## src/design/iaem_pkg.sv

```systemverilog
// package: register map, field layout and codes of the ipv4 acl entry matcher
package iaem_pkg;

    // register byte offsets, one aligned 32-bit word each
    localparam logic [7:0] ADDR_CTRL     = 8'h00;
    localparam logic [7:0] ADDR_PROTO    = 8'h04;
    localparam logic [7:0] ADDR_SRC_ADDR = 8'h08;
    localparam logic [7:0] ADDR_SRC_MASK = 8'h0c;
    localparam logic [7:0] ADDR_DST_ADDR = 8'h10;
    localparam logic [7:0] ADDR_DST_MASK = 8'h14;
    localparam logic [7:0] ADDR_STATUS   = 8'h18;
    localparam logic [7:0] ADDR_HIT_CNT  = 8'h1c;

    // control field positions
    localparam int CTRL_EN     = 0;
    localparam int CTRL_FTYPE  = 1;
    localparam int CTRL_PROTO  = 4;
    localparam int CTRL_TTL    = 8;
    localparam int CTRL_FRAG   = 10;
    localparam int CTRL_OPT    = 12;
    localparam int CTRL_SRC    = 16;
    localparam int CTRL_DST    = 18;
    localparam logic [31:0] CTRL_WMASK = 32'h000f_3f77;
    localparam logic [31:0] PROTO_WMASK = 32'h0000_00ff;

    // reset values
    localparam logic [31:0] CTRL_RST = 32'h0000_0000;
    localparam logic [31:0] WORD_RST = 32'h0000_0000;
    localparam logic [31:0] MASK_RST = 32'hffff_ffff;

    // status field positions
    localparam int STAT_HIT  = 0;
    localparam int STAT_CRIT = 1;
    localparam int NUM_CRIT  = 7;

    // frame type setting
    localparam logic [1:0] FTYPE_ANY  = 2'h0;
    localparam logic [1:0] FTYPE_IPV4 = 2'h1;

    // protocol selector codes
    localparam logic [2:0] PSEL_ANY      = 3'h0;
    localparam logic [2:0] PSEL_SPECIFIC = 3'h1;
    localparam logic [2:0] PSEL_ICMP     = 3'h2;
    localparam logic [2:0] PSEL_UDP      = 3'h3;
    localparam logic [2:0] PSEL_TCP      = 3'h4;

    // ip protocol numbers
    localparam logic [7:0] IPPROTO_ICMP = 8'h01;
    localparam logic [7:0] IPPROTO_TCP  = 8'h06;
    localparam logic [7:0] IPPROTO_UDP  = 8'h11;

    // three-way criterion codes: any, no (zero), yes (non-zero)
    localparam logic [1:0] TRI_ANY = 2'h0;
    localparam logic [1:0] TRI_NO  = 2'h1;
    localparam logic [1:0] TRI_YES = 2'h2;

    // address selector codes
    localparam logic [1:0] ASEL_ANY     = 2'h0;
    localparam logic [1:0] ASEL_HOST    = 2'h1;
    localparam logic [1:0] ASEL_NETWORK = 2'h2;

    // parsed ipv4 header fields of one received frame
    typedef struct packed {
        logic        is_ipv4;
        logic [7:0]  protocol;
        logic [7:0]  ttl;
        logic        more_frag;
        logic [12:0] frag_offset;
        logic        has_options;
        logic [31:0] source_ip_address;
        logic [31:0] destination_ip_address;
    } iaem_hdr_t;

    // one address filter setting
    typedef struct packed {
        logic [1:0]  sel;
        logic [31:0] addr;
        logic [31:0] mask;
    } iaem_addr_cfg_t;

endpackage

```

## src/design/iaem_addr_match.sv

```systemverilog
// ipv4 address filter: any, host or masked network
`timescale 1ns/100ps
`default_nettype none
module iaem_addr_match (
    input  wire iaem_pkg::iaem_addr_cfg_t cfg,
    input  wire logic [31:0]              frame_addr,
    output logic                          match
);

    // host ignores the mask; network compares only the masked bits
    always_comb begin
        unique case (cfg.sel)
            iaem_pkg::ASEL_HOST:
                match = (frame_addr == cfg.addr);
            iaem_pkg::ASEL_NETWORK:
                match = ((frame_addr & cfg.mask) == (cfg.addr & cfg.mask));
            default:
                match = 1'b1;
        endcase
    end

endmodule
`default_nettype wire

```

## src/design/iaem_matcher.sv

```systemverilog
// top of the ipv4 acl entry matcher with its apb register file
//
// Notes on behaviour
// - ipv4 criteria apply only for ipv4 frame type
// - protocol any ignores the protocol field
// - icmp/udp/tcp match protocol, enable extra criteria
// - specific compares protocol with configured byte
// - ttl zero setting rejects ttl above zero
// - ttl non-zero admits ttl above zero
// - fragment is mf set or offset nonzero
// - options criterion: no, yes or any
// - source any ignores the source address
// - source host needs exact address equality
// - source network compares under source mask
// - destination any ignores destination address
// - destination host needs exact address equality
// - destination network compares under destination mask
//
// The implementer's own choices: the register addresses and the APB slave port.
`timescale 1ns/100ps
`default_nettype none
module iaem_matcher (
    input  wire logic                pclk,
    input  wire logic                presetn,
    input  wire logic                psel,
    input  wire logic                penable,
    input  wire logic                pwrite,
    input  wire logic [7:0]          paddr,
    input  wire logic [31:0]         pwdata,
    input  wire logic [3:0]          pstrb,
    output logic [31:0]              prdata,
    output logic                     pready,
    output logic                     pslverr,
    input  wire logic                frame_valid,
    input  wire iaem_pkg::iaem_hdr_t frame_hdr,
    output logic                     result_valid,
    output logic                     entry_hit,
    output logic                     icmp_criteria_en,
    output logic                     udp_criteria_en,
    output logic                     tcp_criteria_en
);

    // configuration and status registers
    logic [31:0] ctrl_ff;
    logic [31:0] proto_ff;
    logic [31:0] src_addr_ff;
    logic [31:0] src_mask_ff;
    logic [31:0] dst_addr_ff;
    logic [31:0] dst_mask_ff;
    logic [31:0] hit_cnt_ff;
    logic [31:0] nxt_hit_cnt;
    logic [31:0] prdata_ff;
    logic [31:0] nxt_prdata;
    logic [iaem_pkg::NUM_CRIT-1:0] crit_ff;
    logic        last_hit_ff;
    logic        result_valid_ff;
    logic        entry_hit_ff;
    logic        icmp_en_ff;
    logic        udp_en_ff;
    logic        tcp_en_ff;

    // bus decode
    logic        setup_rd;
    logic        acc;
    logic        acc_wr;
    logic        mapped;
    logic [31:0] strb_mask;

    // decoded configuration fields
    logic        entry_en;
    logic [1:0]  ftype_sel;
    logic [2:0]  proto_sel;
    logic [1:0]  ttl_sel;
    logic [1:0]  frag_sel;
    logic [1:0]  opt_sel;
    logic [7:0]  proto_val;
    iaem_pkg::iaem_addr_cfg_t src_cfg;
    iaem_pkg::iaem_addr_cfg_t dst_cfg;

    // per-criterion results for the frame on the input
    logic        ipv4_applies;
    logic        ftype_ok;
    logic        proto_ok;
    logic        ttl_raw;
    logic        frag_raw;
    logic        opt_raw;
    logic        src_raw;
    logic        dst_raw;
    logic        is_fragment;
    logic        ttl_nonzero;
    logic [iaem_pkg::NUM_CRIT-1:0] crit;
    logic        hit_now;

    // apb: zero wait states; read data is latched in the setup cycle
    assign setup_rd = psel && !penable && !pwrite;
    assign acc      = psel && penable;
    assign acc_wr   = acc && pwrite && mapped;
    assign pready   = acc;
    assign pslverr  = acc && !mapped;
    assign prdata   = prdata_ff;

    // the read-only registers accept no write data; a write there is
    // an error except the counter, whose write clears it
    always_comb begin
        unique case (paddr)
            iaem_pkg::ADDR_CTRL,
            iaem_pkg::ADDR_PROTO,
            iaem_pkg::ADDR_SRC_ADDR,
            iaem_pkg::ADDR_SRC_MASK,
            iaem_pkg::ADDR_DST_ADDR,
            iaem_pkg::ADDR_DST_MASK,
            iaem_pkg::ADDR_HIT_CNT: mapped = 1'b1;
            iaem_pkg::ADDR_STATUS:  mapped = !pwrite;
            default:                mapped = 1'b0;
        endcase
    end

    // byte lanes expanded to a bit mask, one lane per loop pass
    genvar lane;
    generate
        for (lane = 0; lane < 4; lane++) begin : g_lane
            assign strb_mask[lane*8 +: 8] = {8{pstrb[lane]}};
        end
    endgenerate

    // read mux feeding the registered read data
    always_comb begin
        nxt_prdata = prdata_ff;
        if (setup_rd) begin
            unique case (paddr)
                iaem_pkg::ADDR_CTRL:     nxt_prdata = ctrl_ff;
                iaem_pkg::ADDR_PROTO:    nxt_prdata = proto_ff;
                iaem_pkg::ADDR_SRC_ADDR: nxt_prdata = src_addr_ff;
                iaem_pkg::ADDR_SRC_MASK: nxt_prdata = src_mask_ff;
                iaem_pkg::ADDR_DST_ADDR: nxt_prdata = dst_addr_ff;
                iaem_pkg::ADDR_DST_MASK: nxt_prdata = dst_mask_ff;
                iaem_pkg::ADDR_STATUS: begin
                    nxt_prdata = iaem_pkg::WORD_RST;
                    nxt_prdata[iaem_pkg::STAT_HIT] = last_hit_ff;
                    nxt_prdata[iaem_pkg::STAT_CRIT +: iaem_pkg::NUM_CRIT] =
                        crit_ff;
                end
                iaem_pkg::ADDR_HIT_CNT:  nxt_prdata = hit_cnt_ff;
                default:                 nxt_prdata = iaem_pkg::WORD_RST;
            endcase
        end
    end

    always_ff @(posedge pclk or negedge presetn) begin
        if (!presetn) begin
            prdata_ff <= iaem_pkg::WORD_RST;
        end else begin
            prdata_ff <= nxt_prdata;
        end
    end

    // entry control; reserved bits never store, so they read as zero
    always_ff @(posedge pclk or negedge presetn) begin
        if (!presetn) begin
            ctrl_ff <= iaem_pkg::CTRL_RST;
        end else if (acc_wr && paddr == iaem_pkg::ADDR_CTRL) begin
            ctrl_ff <= (ctrl_ff & ~strb_mask) |
                       (pwdata & strb_mask & iaem_pkg::CTRL_WMASK);
        end
    end

    // protocol value, an 8-bit field covering 0 to 255
    always_ff @(posedge pclk or negedge presetn) begin
        if (!presetn) begin
            proto_ff <= iaem_pkg::WORD_RST;
        end else if (acc_wr && paddr == iaem_pkg::ADDR_PROTO) begin
            proto_ff <= (proto_ff & ~strb_mask) |
                        (pwdata & strb_mask & iaem_pkg::PROTO_WMASK);
        end
    end

    // source address filter words
    always_ff @(posedge pclk or negedge presetn) begin
        if (!presetn) begin
            src_addr_ff <= iaem_pkg::WORD_RST;
            src_mask_ff <= iaem_pkg::MASK_RST;
        end else if (acc_wr) begin
            if (paddr == iaem_pkg::ADDR_SRC_ADDR) begin
                src_addr_ff <= (src_addr_ff & ~strb_mask) |
                               (pwdata & strb_mask);
            end
            if (paddr == iaem_pkg::ADDR_SRC_MASK) begin
                src_mask_ff <= (src_mask_ff & ~strb_mask) |
                               (pwdata & strb_mask);
            end
        end
    end

    // destination address filter words
    always_ff @(posedge pclk or negedge presetn) begin
        if (!presetn) begin
            dst_addr_ff <= iaem_pkg::WORD_RST;
            dst_mask_ff <= iaem_pkg::MASK_RST;
        end else if (acc_wr) begin
            if (paddr == iaem_pkg::ADDR_DST_ADDR) begin
                dst_addr_ff <= (dst_addr_ff & ~strb_mask) |
                               (pwdata & strb_mask);
            end
            if (paddr == iaem_pkg::ADDR_DST_MASK) begin
                dst_mask_ff <= (dst_mask_ff & ~strb_mask) |
                               (pwdata & strb_mask);
            end
        end
    end

    // field decode of the control word
    assign entry_en  = ctrl_ff[iaem_pkg::CTRL_EN];
    assign ftype_sel = ctrl_ff[iaem_pkg::CTRL_FTYPE +: 2];
    assign proto_sel = ctrl_ff[iaem_pkg::CTRL_PROTO +: 3];
    assign ttl_sel   = ctrl_ff[iaem_pkg::CTRL_TTL +: 2];
    assign frag_sel  = ctrl_ff[iaem_pkg::CTRL_FRAG +: 2];
    assign opt_sel   = ctrl_ff[iaem_pkg::CTRL_OPT +: 2];
    assign proto_val = proto_ff[7:0];

    assign src_cfg.sel  = ctrl_ff[iaem_pkg::CTRL_SRC +: 2];
    assign src_cfg.addr = src_addr_ff;
    assign src_cfg.mask = src_mask_ff;
    assign dst_cfg.sel  = ctrl_ff[iaem_pkg::CTRL_DST +: 2];
    assign dst_cfg.addr = dst_addr_ff;
    assign dst_cfg.mask = dst_mask_ff;

    // frame type: any leaves ipv4 criteria unused; other types never hit
    // here because their criteria live in a sibling block
    assign ipv4_applies = (ftype_sel == iaem_pkg::FTYPE_IPV4);
    always_comb begin
        unique case (ftype_sel)
            iaem_pkg::FTYPE_ANY:  ftype_ok = 1'b1;
            iaem_pkg::FTYPE_IPV4: ftype_ok = frame_hdr.is_ipv4;
            default:              ftype_ok = 1'b0;
        endcase
    end

    // protocol criterion
    always_comb begin
        unique case (proto_sel)
            iaem_pkg::PSEL_ANY:
                proto_ok = 1'b1;
            iaem_pkg::PSEL_SPECIFIC:
                proto_ok = (frame_hdr.protocol == proto_val);
            iaem_pkg::PSEL_ICMP:
                proto_ok = frame_hdr.protocol == iaem_pkg::IPPROTO_ICMP;
            iaem_pkg::PSEL_UDP:
                proto_ok = frame_hdr.protocol == iaem_pkg::IPPROTO_UDP;
            iaem_pkg::PSEL_TCP:
                proto_ok = frame_hdr.protocol == iaem_pkg::IPPROTO_TCP;
            default:
                proto_ok = 1'b1;
        endcase
    end

    // flag inputs of the three-way criteria
    assign ttl_nonzero = (frame_hdr.ttl != 8'h00);
    assign is_fragment = frame_hdr.more_frag ||
                         (frame_hdr.frag_offset != 13'h0000);

    // zero demands ttl of zero, non-zero demands ttl above zero
    iaem_tri_match u_ttl (
        .sel   (ttl_sel),
        .flag  (ttl_nonzero),
        .match (ttl_raw)
    );

    iaem_tri_match u_frag (
        .sel   (frag_sel),
        .flag  (is_fragment),
        .match (frag_raw)
    );

    iaem_tri_match u_opt (
        .sel   (opt_sel),
        .flag  (frame_hdr.has_options),
        .match (opt_raw)
    );

    // address filters; masked compare anded on both sides
    iaem_addr_match u_src (
        .cfg        (src_cfg),
        .frame_addr (frame_hdr.source_ip_address),
        .match      (src_raw)
    );

    iaem_addr_match u_dst (
        .cfg        (dst_cfg),
        .frame_addr (frame_hdr.destination_ip_address),
        .match      (dst_raw)
    );

    // ipv4 criteria count as matched when the entry is not an ipv4 one
    assign crit[0] = ftype_ok;
    assign crit[1] = !ipv4_applies || proto_ok;
    assign crit[2] = !ipv4_applies || ttl_raw;
    assign crit[3] = !ipv4_applies || frag_raw;
    assign crit[4] = !ipv4_applies || opt_raw;
    assign crit[5] = !ipv4_applies || src_raw;
    assign crit[6] = !ipv4_applies || dst_raw;

    // all criteria at once; a disabled entry never hits
    assign hit_now = frame_valid && entry_en && (&crit);

    // one-cycle result pulses, registered so the data outputs are clean
    always_ff @(posedge pclk or negedge presetn) begin
        if (!presetn) begin
            result_valid_ff <= 1'b0;
            entry_hit_ff    <= 1'b0;
        end else begin
            result_valid_ff <= frame_valid;
            entry_hit_ff    <= hit_now;
        end
    end

    // outcome of the last frame, kept for software to inspect
    always_ff @(posedge pclk or negedge presetn) begin
        if (!presetn) begin
            last_hit_ff <= 1'b0;
            crit_ff     <= '0;
        end else if (frame_valid) begin
            last_hit_ff <= hit_now;
            crit_ff     <= crit;
        end
    end

    // hit counter; a hit in the clearing cycle survives as a count of one
    always_comb begin
        nxt_hit_cnt = hit_cnt_ff;
        if (acc_wr && paddr == iaem_pkg::ADDR_HIT_CNT) begin
            nxt_hit_cnt = iaem_pkg::WORD_RST;
        end
        if (hit_now) begin
            nxt_hit_cnt = nxt_hit_cnt + 32'h0000_0001;
        end
    end

    always_ff @(posedge pclk or negedge presetn) begin
        if (!presetn) begin
            hit_cnt_ff <= iaem_pkg::WORD_RST;
        end else begin
            hit_cnt_ff <= nxt_hit_cnt;
        end
    end

    // protocol-specific sub-criteria are only enabled for ipv4 entries
    always_ff @(posedge pclk or negedge presetn) begin
        if (!presetn) begin
            icmp_en_ff <= 1'b0;
            udp_en_ff  <= 1'b0;
            tcp_en_ff  <= 1'b0;
        end else begin
            icmp_en_ff <= ipv4_applies && proto_sel == iaem_pkg::PSEL_ICMP;
            udp_en_ff  <= ipv4_applies && proto_sel == iaem_pkg::PSEL_UDP;
            tcp_en_ff  <= ipv4_applies && proto_sel == iaem_pkg::PSEL_TCP;
        end
    end

    assign result_valid     = result_valid_ff;
    assign entry_hit        = entry_hit_ff;
    assign icmp_criteria_en = icmp_en_ff;
    assign udp_criteria_en  = udp_en_ff;
    assign tcp_criteria_en  = tcp_en_ff;

endmodule
`default_nettype wire

```

## src/design/iaem_tri_match.sv

```systemverilog
// three-way flag criterion: any, must be clear, must be set
`timescale 1ns/100ps
`default_nettype none
module iaem_tri_match (
    input  wire logic [1:0] sel,
    input  wire logic       flag,
    output logic            match
);

    // an unused code falls back to don't-care so a bad write never blocks
    always_comb begin
        unique case (sel)
            iaem_pkg::TRI_NO:  match = !flag;
            iaem_pkg::TRI_YES: match = flag;
            default:           match = 1'b1;
        endcase
    end

endmodule
`default_nettype wire

```

## config.mk

```make
export PLATFORM = sky130hd
export DESIGN_NAME = iaem_matcher
export DESIGN_NICKNAME = d
export VERILOG_FILES = /design/src/design/iaem_pkg.sv /design/src/design/iaem_addr_match.sv /design/src/design/iaem_matcher.sv /design/src/design/iaem_tri_match.sv
export SDC_FILE = /design/constraint.sdc
export NUM_CORES = 1
export LEC_CHECK = 0
export ABC_AREA = 1
export BUFFER_PORTS_ARGS = -buffer_cell sky130_fd_sc_hd__buf_4
export CORE_ASPECT_RATIO = 1.2
export CORE_MARGIN = 2
export CORE_UTILIZATION = 45
export CTS_CLUSTER_SIZE = 16
export DETAILED_ROUTE_END_ITERATION = 12
export PLACE_DENSITY = 0.66
export REMOVE_ABC_BUFFERS = 1
export SKIP_CTS_REPAIR_TIMING = 1
export SYNTH_ARGS = -nofsm -noshare
export SYNTH_HDL_FRONTEND = slang
export SYNTH_SLANG_ARGS = --single-unit
```

## constraint.sdc

```tcl
create_clock -name pclk -period 1.9 [get_ports pclk]
set_input_delay 0.475 -clock pclk [delete_from_list [all_inputs] [get_ports pclk]]
set_output_delay 0.475 -clock pclk [all_outputs]
set_load 0.02 [all_outputs]
```

==> results of run 1 <==
-- area by class of cell --
| cell class | instances | area [µm²] |
|---|---|---|
| multi-input cells | 1477 | 7362 |
| inverters | 333 | 1265 |
| clock buffers | 40 | 829.5 |
| diodes | 1 | 2.502 |
| repair buffers | 439 | 3667 |
| flip-flops and latches | 269 | 6814 |
| fillers | 3065 | 13100 |
| well taps | 456 | 570.5 |
| clock inverters | 15 | 185.2 |
-- power by group --
| part | switching [mW] | leakage, nW | total (mW) | internal [mW] |
|---|---|---|---|---|
| logic | 0.542 | 7.35 | 0.927 | 0.385 |
| clock network | 2.54 | 0.489 | 6.14 | 3.60 |
| registers | 0.0123 | 3.09 | 5.77 | 5.76 |
-- how the worst max path moves through the flow --
| stage | end | depth (start not counted) |
|---|---|---|
| after detailed placement | hit_cnt_ff[31] | 16 |
| after global placement | hit_cnt_ff[31] | 16 |
| after floorplan | prdata[31] | 4 |
| after global routing | hit_cnt_ff[12] | 15 |
| after CTS | hit_cnt_ff[11] | 13 |
| final | hit_cnt_ff[23] | 15 |
-- metrics by stage --
stage          utilization, %  hold slack (ps)  setup TNS (ps)
2_1_floorplan               -            179.4         -211470
3_3_place_gp            56.08            428.9          -67560
3_5_place_dp            56.08            432.8          -77250
4_1_cts                 59.08           -165.6          -11060
5_1_grt                 61.23            133.4           -9585
6_report                61.24            128.7           -6463
-- per-layer routing --
metal  vias to the layer above  wire (µm)  global-route usage (%)
li1                       7548          -                       -
met5                         -          0                       0
met3                       136       3904                   4.060
met1                      7490      22810                   39.35
met4                         0       2318                   13.27
met2                       572      25490                   48.47
-- cells by family (layout without fill, tap and decap cells) --
group / count (synthesis) / after routing / synth area share [%]
and+or+nand+nor: 1119 / 1121 / 31.05
buffers and inverters: 391 / 827 / 10.41
AOI/OAI and AO/OA: 321 / 321 / 11.84
DFF: 269 / 269 / 44.43
xor gates and xnor gates: 24 / 24 / 1.371
adders and majority gates: 11 / 11 / 0.8978
other: 0 / 1 / 0
-- layout by cell type, fill, tap and decap left out, types with 9 or more instances in the layout --
| master | netlist | final |
|---|---|---|
| nand2_1 | 744 | 701 |
| buf_4 | 6 | 402 |
| inv_1 | 327 | 313 |
| dfrtp_1 | 205 | 203 |
| nor2_1 | 184 | 152 |
| nand3_1 | 118 | 107 |
| o21ai_0 | 98 | 96 |
| o21ai_1 | 90 | 90 |
| dfstp_2 | 64 | 64 |
| nand2_2 | 9 | 48 |
| o22ai_1 | 41 | 41 |
| a21oi_1 | 40 | 38 |
| clkbuf_16 | 0 | 36 |
| nor2_2 | 7 | 25 |
| nor2_4 | 4 | 18 |
| xor2_1 | 19 | 18 |
| buf_12 | 0 | 18 |
| inv_2 | 4 | 15 |
| nand3_2 | 2 | 13 |
| o211ai_1 | 13 | 13 |
| buf_6 | 9 | 11 |
| nand4_1 | 10 | 10 |
| nor3_1 | 12 | 10 |
| o31ai_1 | 10 | 10 |
| nor2_8 | 9 | 9 |
| o221ai_1 | 9 | 9 |
| ha_1 | 11 | 9 |
-- critical path, cell delays in order, from the launching register on --
cell and delay, ps:
dfrtp_1 410, inv_2 80, ha_1 150, nand2_1 70, o21ai_1 90, nor3_1 60
buf_4 150, nor3_4 170, nand3_2 170, inv_1 110, nand2_2 70, nor2_4 100
buf_12 150, clkbuf_16 160, nand2_1 50, nand2_1 80
==> results.ini, run 1 <==
[yosys]
ys_seq_area_share_pct = 44.43
synth.area.top_cells = dfrtp_1 33%, nand2_1 18%, dfstp_2 11%
synth_common_cells = 744 x nand2_1, 327 x inv_1, 205 x dfrtp_1, 184 x nor2_1, 118 x nand3_1
ys_ff_latch = 269
syn_inst = 2135
ys.flop_type = dfrtp_1
synth_top_area_share_pct = 33.46
syn-cell-area_mm2 = 0.01533
synth_most_common_cell = nand2_1
synth_edf_count = 0
yosys.area.top_type = dfrtp_1
ys_warn_count = 0
syn_avg_cell_area_um2 = 7.180
synth_cell_types = 46
async_reset_ff_share_pct = 100.0

[power_and_ir_drop]
powerDensity_mw_per_mm2 = 620.3
power_mw = 12.84
leakagePower_nw = 10.93
ir_drop_mv = 0.6600

[sta]
tightest_slew_ps = 587.4
rsz0062_at_grt = yes
final.setup.worst_slack_ps = -227.5
max_slew_margin_pct = 60.79
fin_crit_sh_pct = 112.0
drv_slew = 0
timing.final.hold_violations = 0
fmax_mhz = 470.0
setup_violations = 35
min_period_ps = 2128
fin_skew_ps = 18.02

[drt]
avgViaCountPerCell = 5.197
wirelength_mm = 54.53
avgRoutedWirePerCell_um = 18.00
drt-initial-drc-count = 1433
drc = 0
postRouteAntennaNets = 0
dr.pass1.iters = 5
via_count = 15746

[placed_design]
portBuffers = 184
placed_area_mm2 = 0.01895
pre_cts_ws_ps = -531.6
dp_cells = 2954
dp_hpwl_mm = 39.97
gp_congestion = 0.9765

[finish]
layout-drive-gt1-share_pct = 27.71
nets = 2707
final_cell_area_mm2 = 0.02070
areaGrowthSynthToFinish_pct = 35.01
layout.cells.non_filler = 3030

[critical_path]
critical_path.startpoint_type = flop
r2r_setup_slack_ps = -230
path_max_fanout = 7
critPathKind = reg -> reg
required_ps = 2410
arrival_ps = 2640
cp-end-kind = flop
reg2reg_depth = 15
r2r-end = hit_cnt_ff[23]

[outcome]
status = finished, violations left
violations = setup timing

[clock_tree]
root_buffer = clkbuf_16
clk_pin_slew_ps = 60
cts_made_buffers = 30
cts_sinks = 269
cts_tree = yes
clk-insertion-delay-late_ps = 580
cts.path.max_buffers = 3
cts.htree.levels = 1

[grt]
grt_overflow = 0
grt_util_all_layers_pct = 29.72
grt_pass1_wl_mm = 80.49
grt_pass1_vias = 14847
grt_max_degree = 48
antenna_found_initial = 1

[floorplan]
fp-row-count = 74
start_util_pct = 45.36
io_pins = 185
die_y_um = 206.2
core_area_mm2 = 0.03379
die_area_mm2 = 0.03556
die_w_um = 172.5

[min_path]
min_from = pwdata[22]
hold_path_depth = 3
hold_path_class = in -> reg

[run]
drv_cap = 0

No activity file was read; power rests on OpenSTA's default activity.
==> run 2: changes to the inputs <==
- GPL_TIMING_DRIVEN: not set -> 0
- MAX_ROUTING_LAYER: not set -> met4
- SKIP_CTS_REPAIR_TIMING: 1 -> not set
==> run 2 against run 1 <==
The flow still finishes with violations (setup timing). Via count is 3.2% lower. Fmax is 3.4% lower. Setup slack worse by 75 ps. Register-to-register slack worse by 70 ps. Hold slack worse by 38 ps. Largest cell class unchanged. Largest power group is now registers. Highest routed layer unchanged.
==> results.ini, run 2 (synthesis results as in run 1) <==
[outcome]
status = finished, violations left
violations = setup timing

[clock_tree]
cts.htree.levels = 1
clk-insertion-delay-late_ps = 590
cts_sinks = 269
cts_tree = yes
root_buffer = clkbuf_16
clk_pin_slew_ps = 70
cts_made_buffers = 29
cts.path.max_buffers = 3

[run]
drv_cap = 0

[sta]
timing.hold.ws_ps = 90.96
fin_skew_ps = 30.86
tightest_slew_ps = 932.0
drv_slew = 0
setup_violations = 35
fmax_mhz = 454.1
max_slew_margin_pct = 37.80
fin_crit_sh_pct = 115.9
timing.final.hold_violations = 0
rsz0062_at_grt = yes
tns_ps = -7954
min_period_ps = 2202
final.setup.worst_slack_ps = -302.1

[critical_path]
critPathKind = reg -> reg
path_max_fanout = 8
critPathSlowestCell = dfrtp_1
arrival_ps = 2730
slowest_delay_ps = 400
critical_path.startpoint_type = flop
cp-end-kind = flop
required_ps = 2430
crit_chain = inv_2 > nand3_4 > buf_4 > nand4_1 > nand2_1 > inv_1 > nand3_2 > o21ai_4 > nand2_4 > buf_6 > nor2_4 > buf_6 > buf_6 > nand2_1 > nand2_1

[finish]
final_util_pct = 57.69
layout.cells.non_filler = 2842
final_common_cell = nand2_1
areaGrowthSynthToFinish_pct = 27.19
nets = 2519
final_cell_area_mm2 = 0.01950
layout-drive-gt1-share_pct = 23.53
layout_common_cells = 672 x nand2_1, 312 x inv_1, 210 x buf_4

[placed_design]
dp_cells = 2722
placed_area_mm2 = 0.01707
dp_hpwl_mm = 35.62
pre_cts_ws_ps = -2083
portBuffers = 184
gp_congestion = 0.8927

[grt]
antenna_found_initial = 2
grt_max_degree = 121
grt_util_all_layers_pct = 31.07
grt_pass1_vias = 14215
grt_overflow = 0
grt_pass1_wl_mm = 80.65

[floorplan]
io_pins = 185
fp-row-count = 74
die_y_um = 206.2
core_area_mm2 = 0.03379
start_util_pct = 45.36
die_w_um = 172.5
die_area_mm2 = 0.03556

[drt]
via_count = 15240
avgRoutedWirePerCell_um = 19.46
drc = 0
dr.pass1.iters = 8
drt-initial-drc-count = 1584
postRouteAntennaNets = 0
avgViaCountPerCell = 5.362
wirelength_mm = 55.30

[power_and_ir_drop]
leakagePower_nw = 10.01
powerDensity_mw_per_mm2 = 634.6
ir_drop_mv = 0.6796
power_mw = 12.37

[min_path]
hold_path_class = in -> reg

run 2: metal layers:
metal | vias up | global-route usage (%) | routed length (µm)
met5 | - | - | 0
met4 | 0 | 12.58 | 2384
met3 | 158 | 4.309 | 4232
met2 | 627 | 49.34 | 25680
met1 | 7242 | 40.15 | 23000
li1 | 7213 | - | -
run 2: final cells by class:
cell class,count,area (µm²)
Fill cell,3139,14300
Multi-Input combinational cell,1489,7826
Sequential cell,269,6814
Timing Repair Buffer,239,2016
Inverter,333,1311
Clock buffer,42,854.6
Tap cell,456,570.5
Clock inverter,11,91.34
Timing Repair inverter,1,8.758
Antenna cell,2,5.005
run 2: repair_timing:
| item | CTS | global route |
|---|---|---|
| buffers inserted | 35 | 14 |
| setup endpoints to repair | 259 | 213 |
| pin swaps | 51 | 39 |
| hold buffers | 1 | 0 |
| hold endpoints to repair | 54 | 0 |
| cloned | 16 | 3 |
| gates resized for setup | 174 | 76 |
run 2: power breakdown:
part	total (mW)	internal (mW)	switching [mW]
logic	0.917	0.361	0.556
clock network	5.68	3.25	2.43
registers	5.77	5.76	0.0125
run 2: path summary, 6_finish.rpt:
kind / from / to / slack (ps) / cells after the start
min in group asynchronous: presetn / prdata[11] / 460 / 2
min: frame_valid / result_valid / 90 / 1
max reg2reg: flop / hit_cnt_ff[19] / -300 / 15
max in group asynchronous: presetn / proto_ff[24] / 360 / 3
min reg2reg: prdata[19] / prdata[19] / 480 / 2
max: flop / hit_cnt_ff[19] / -300 / 15
run 2: worst max-delay path: cells and delay by family, from the launching register on:
family / cells / cell delay (ps)
DFF: 1 / 400
and+or+nand+nor: 8 / 740
AOI/OAI and AO/OA: 1 / 240
buffers and inverters: 6 / 750
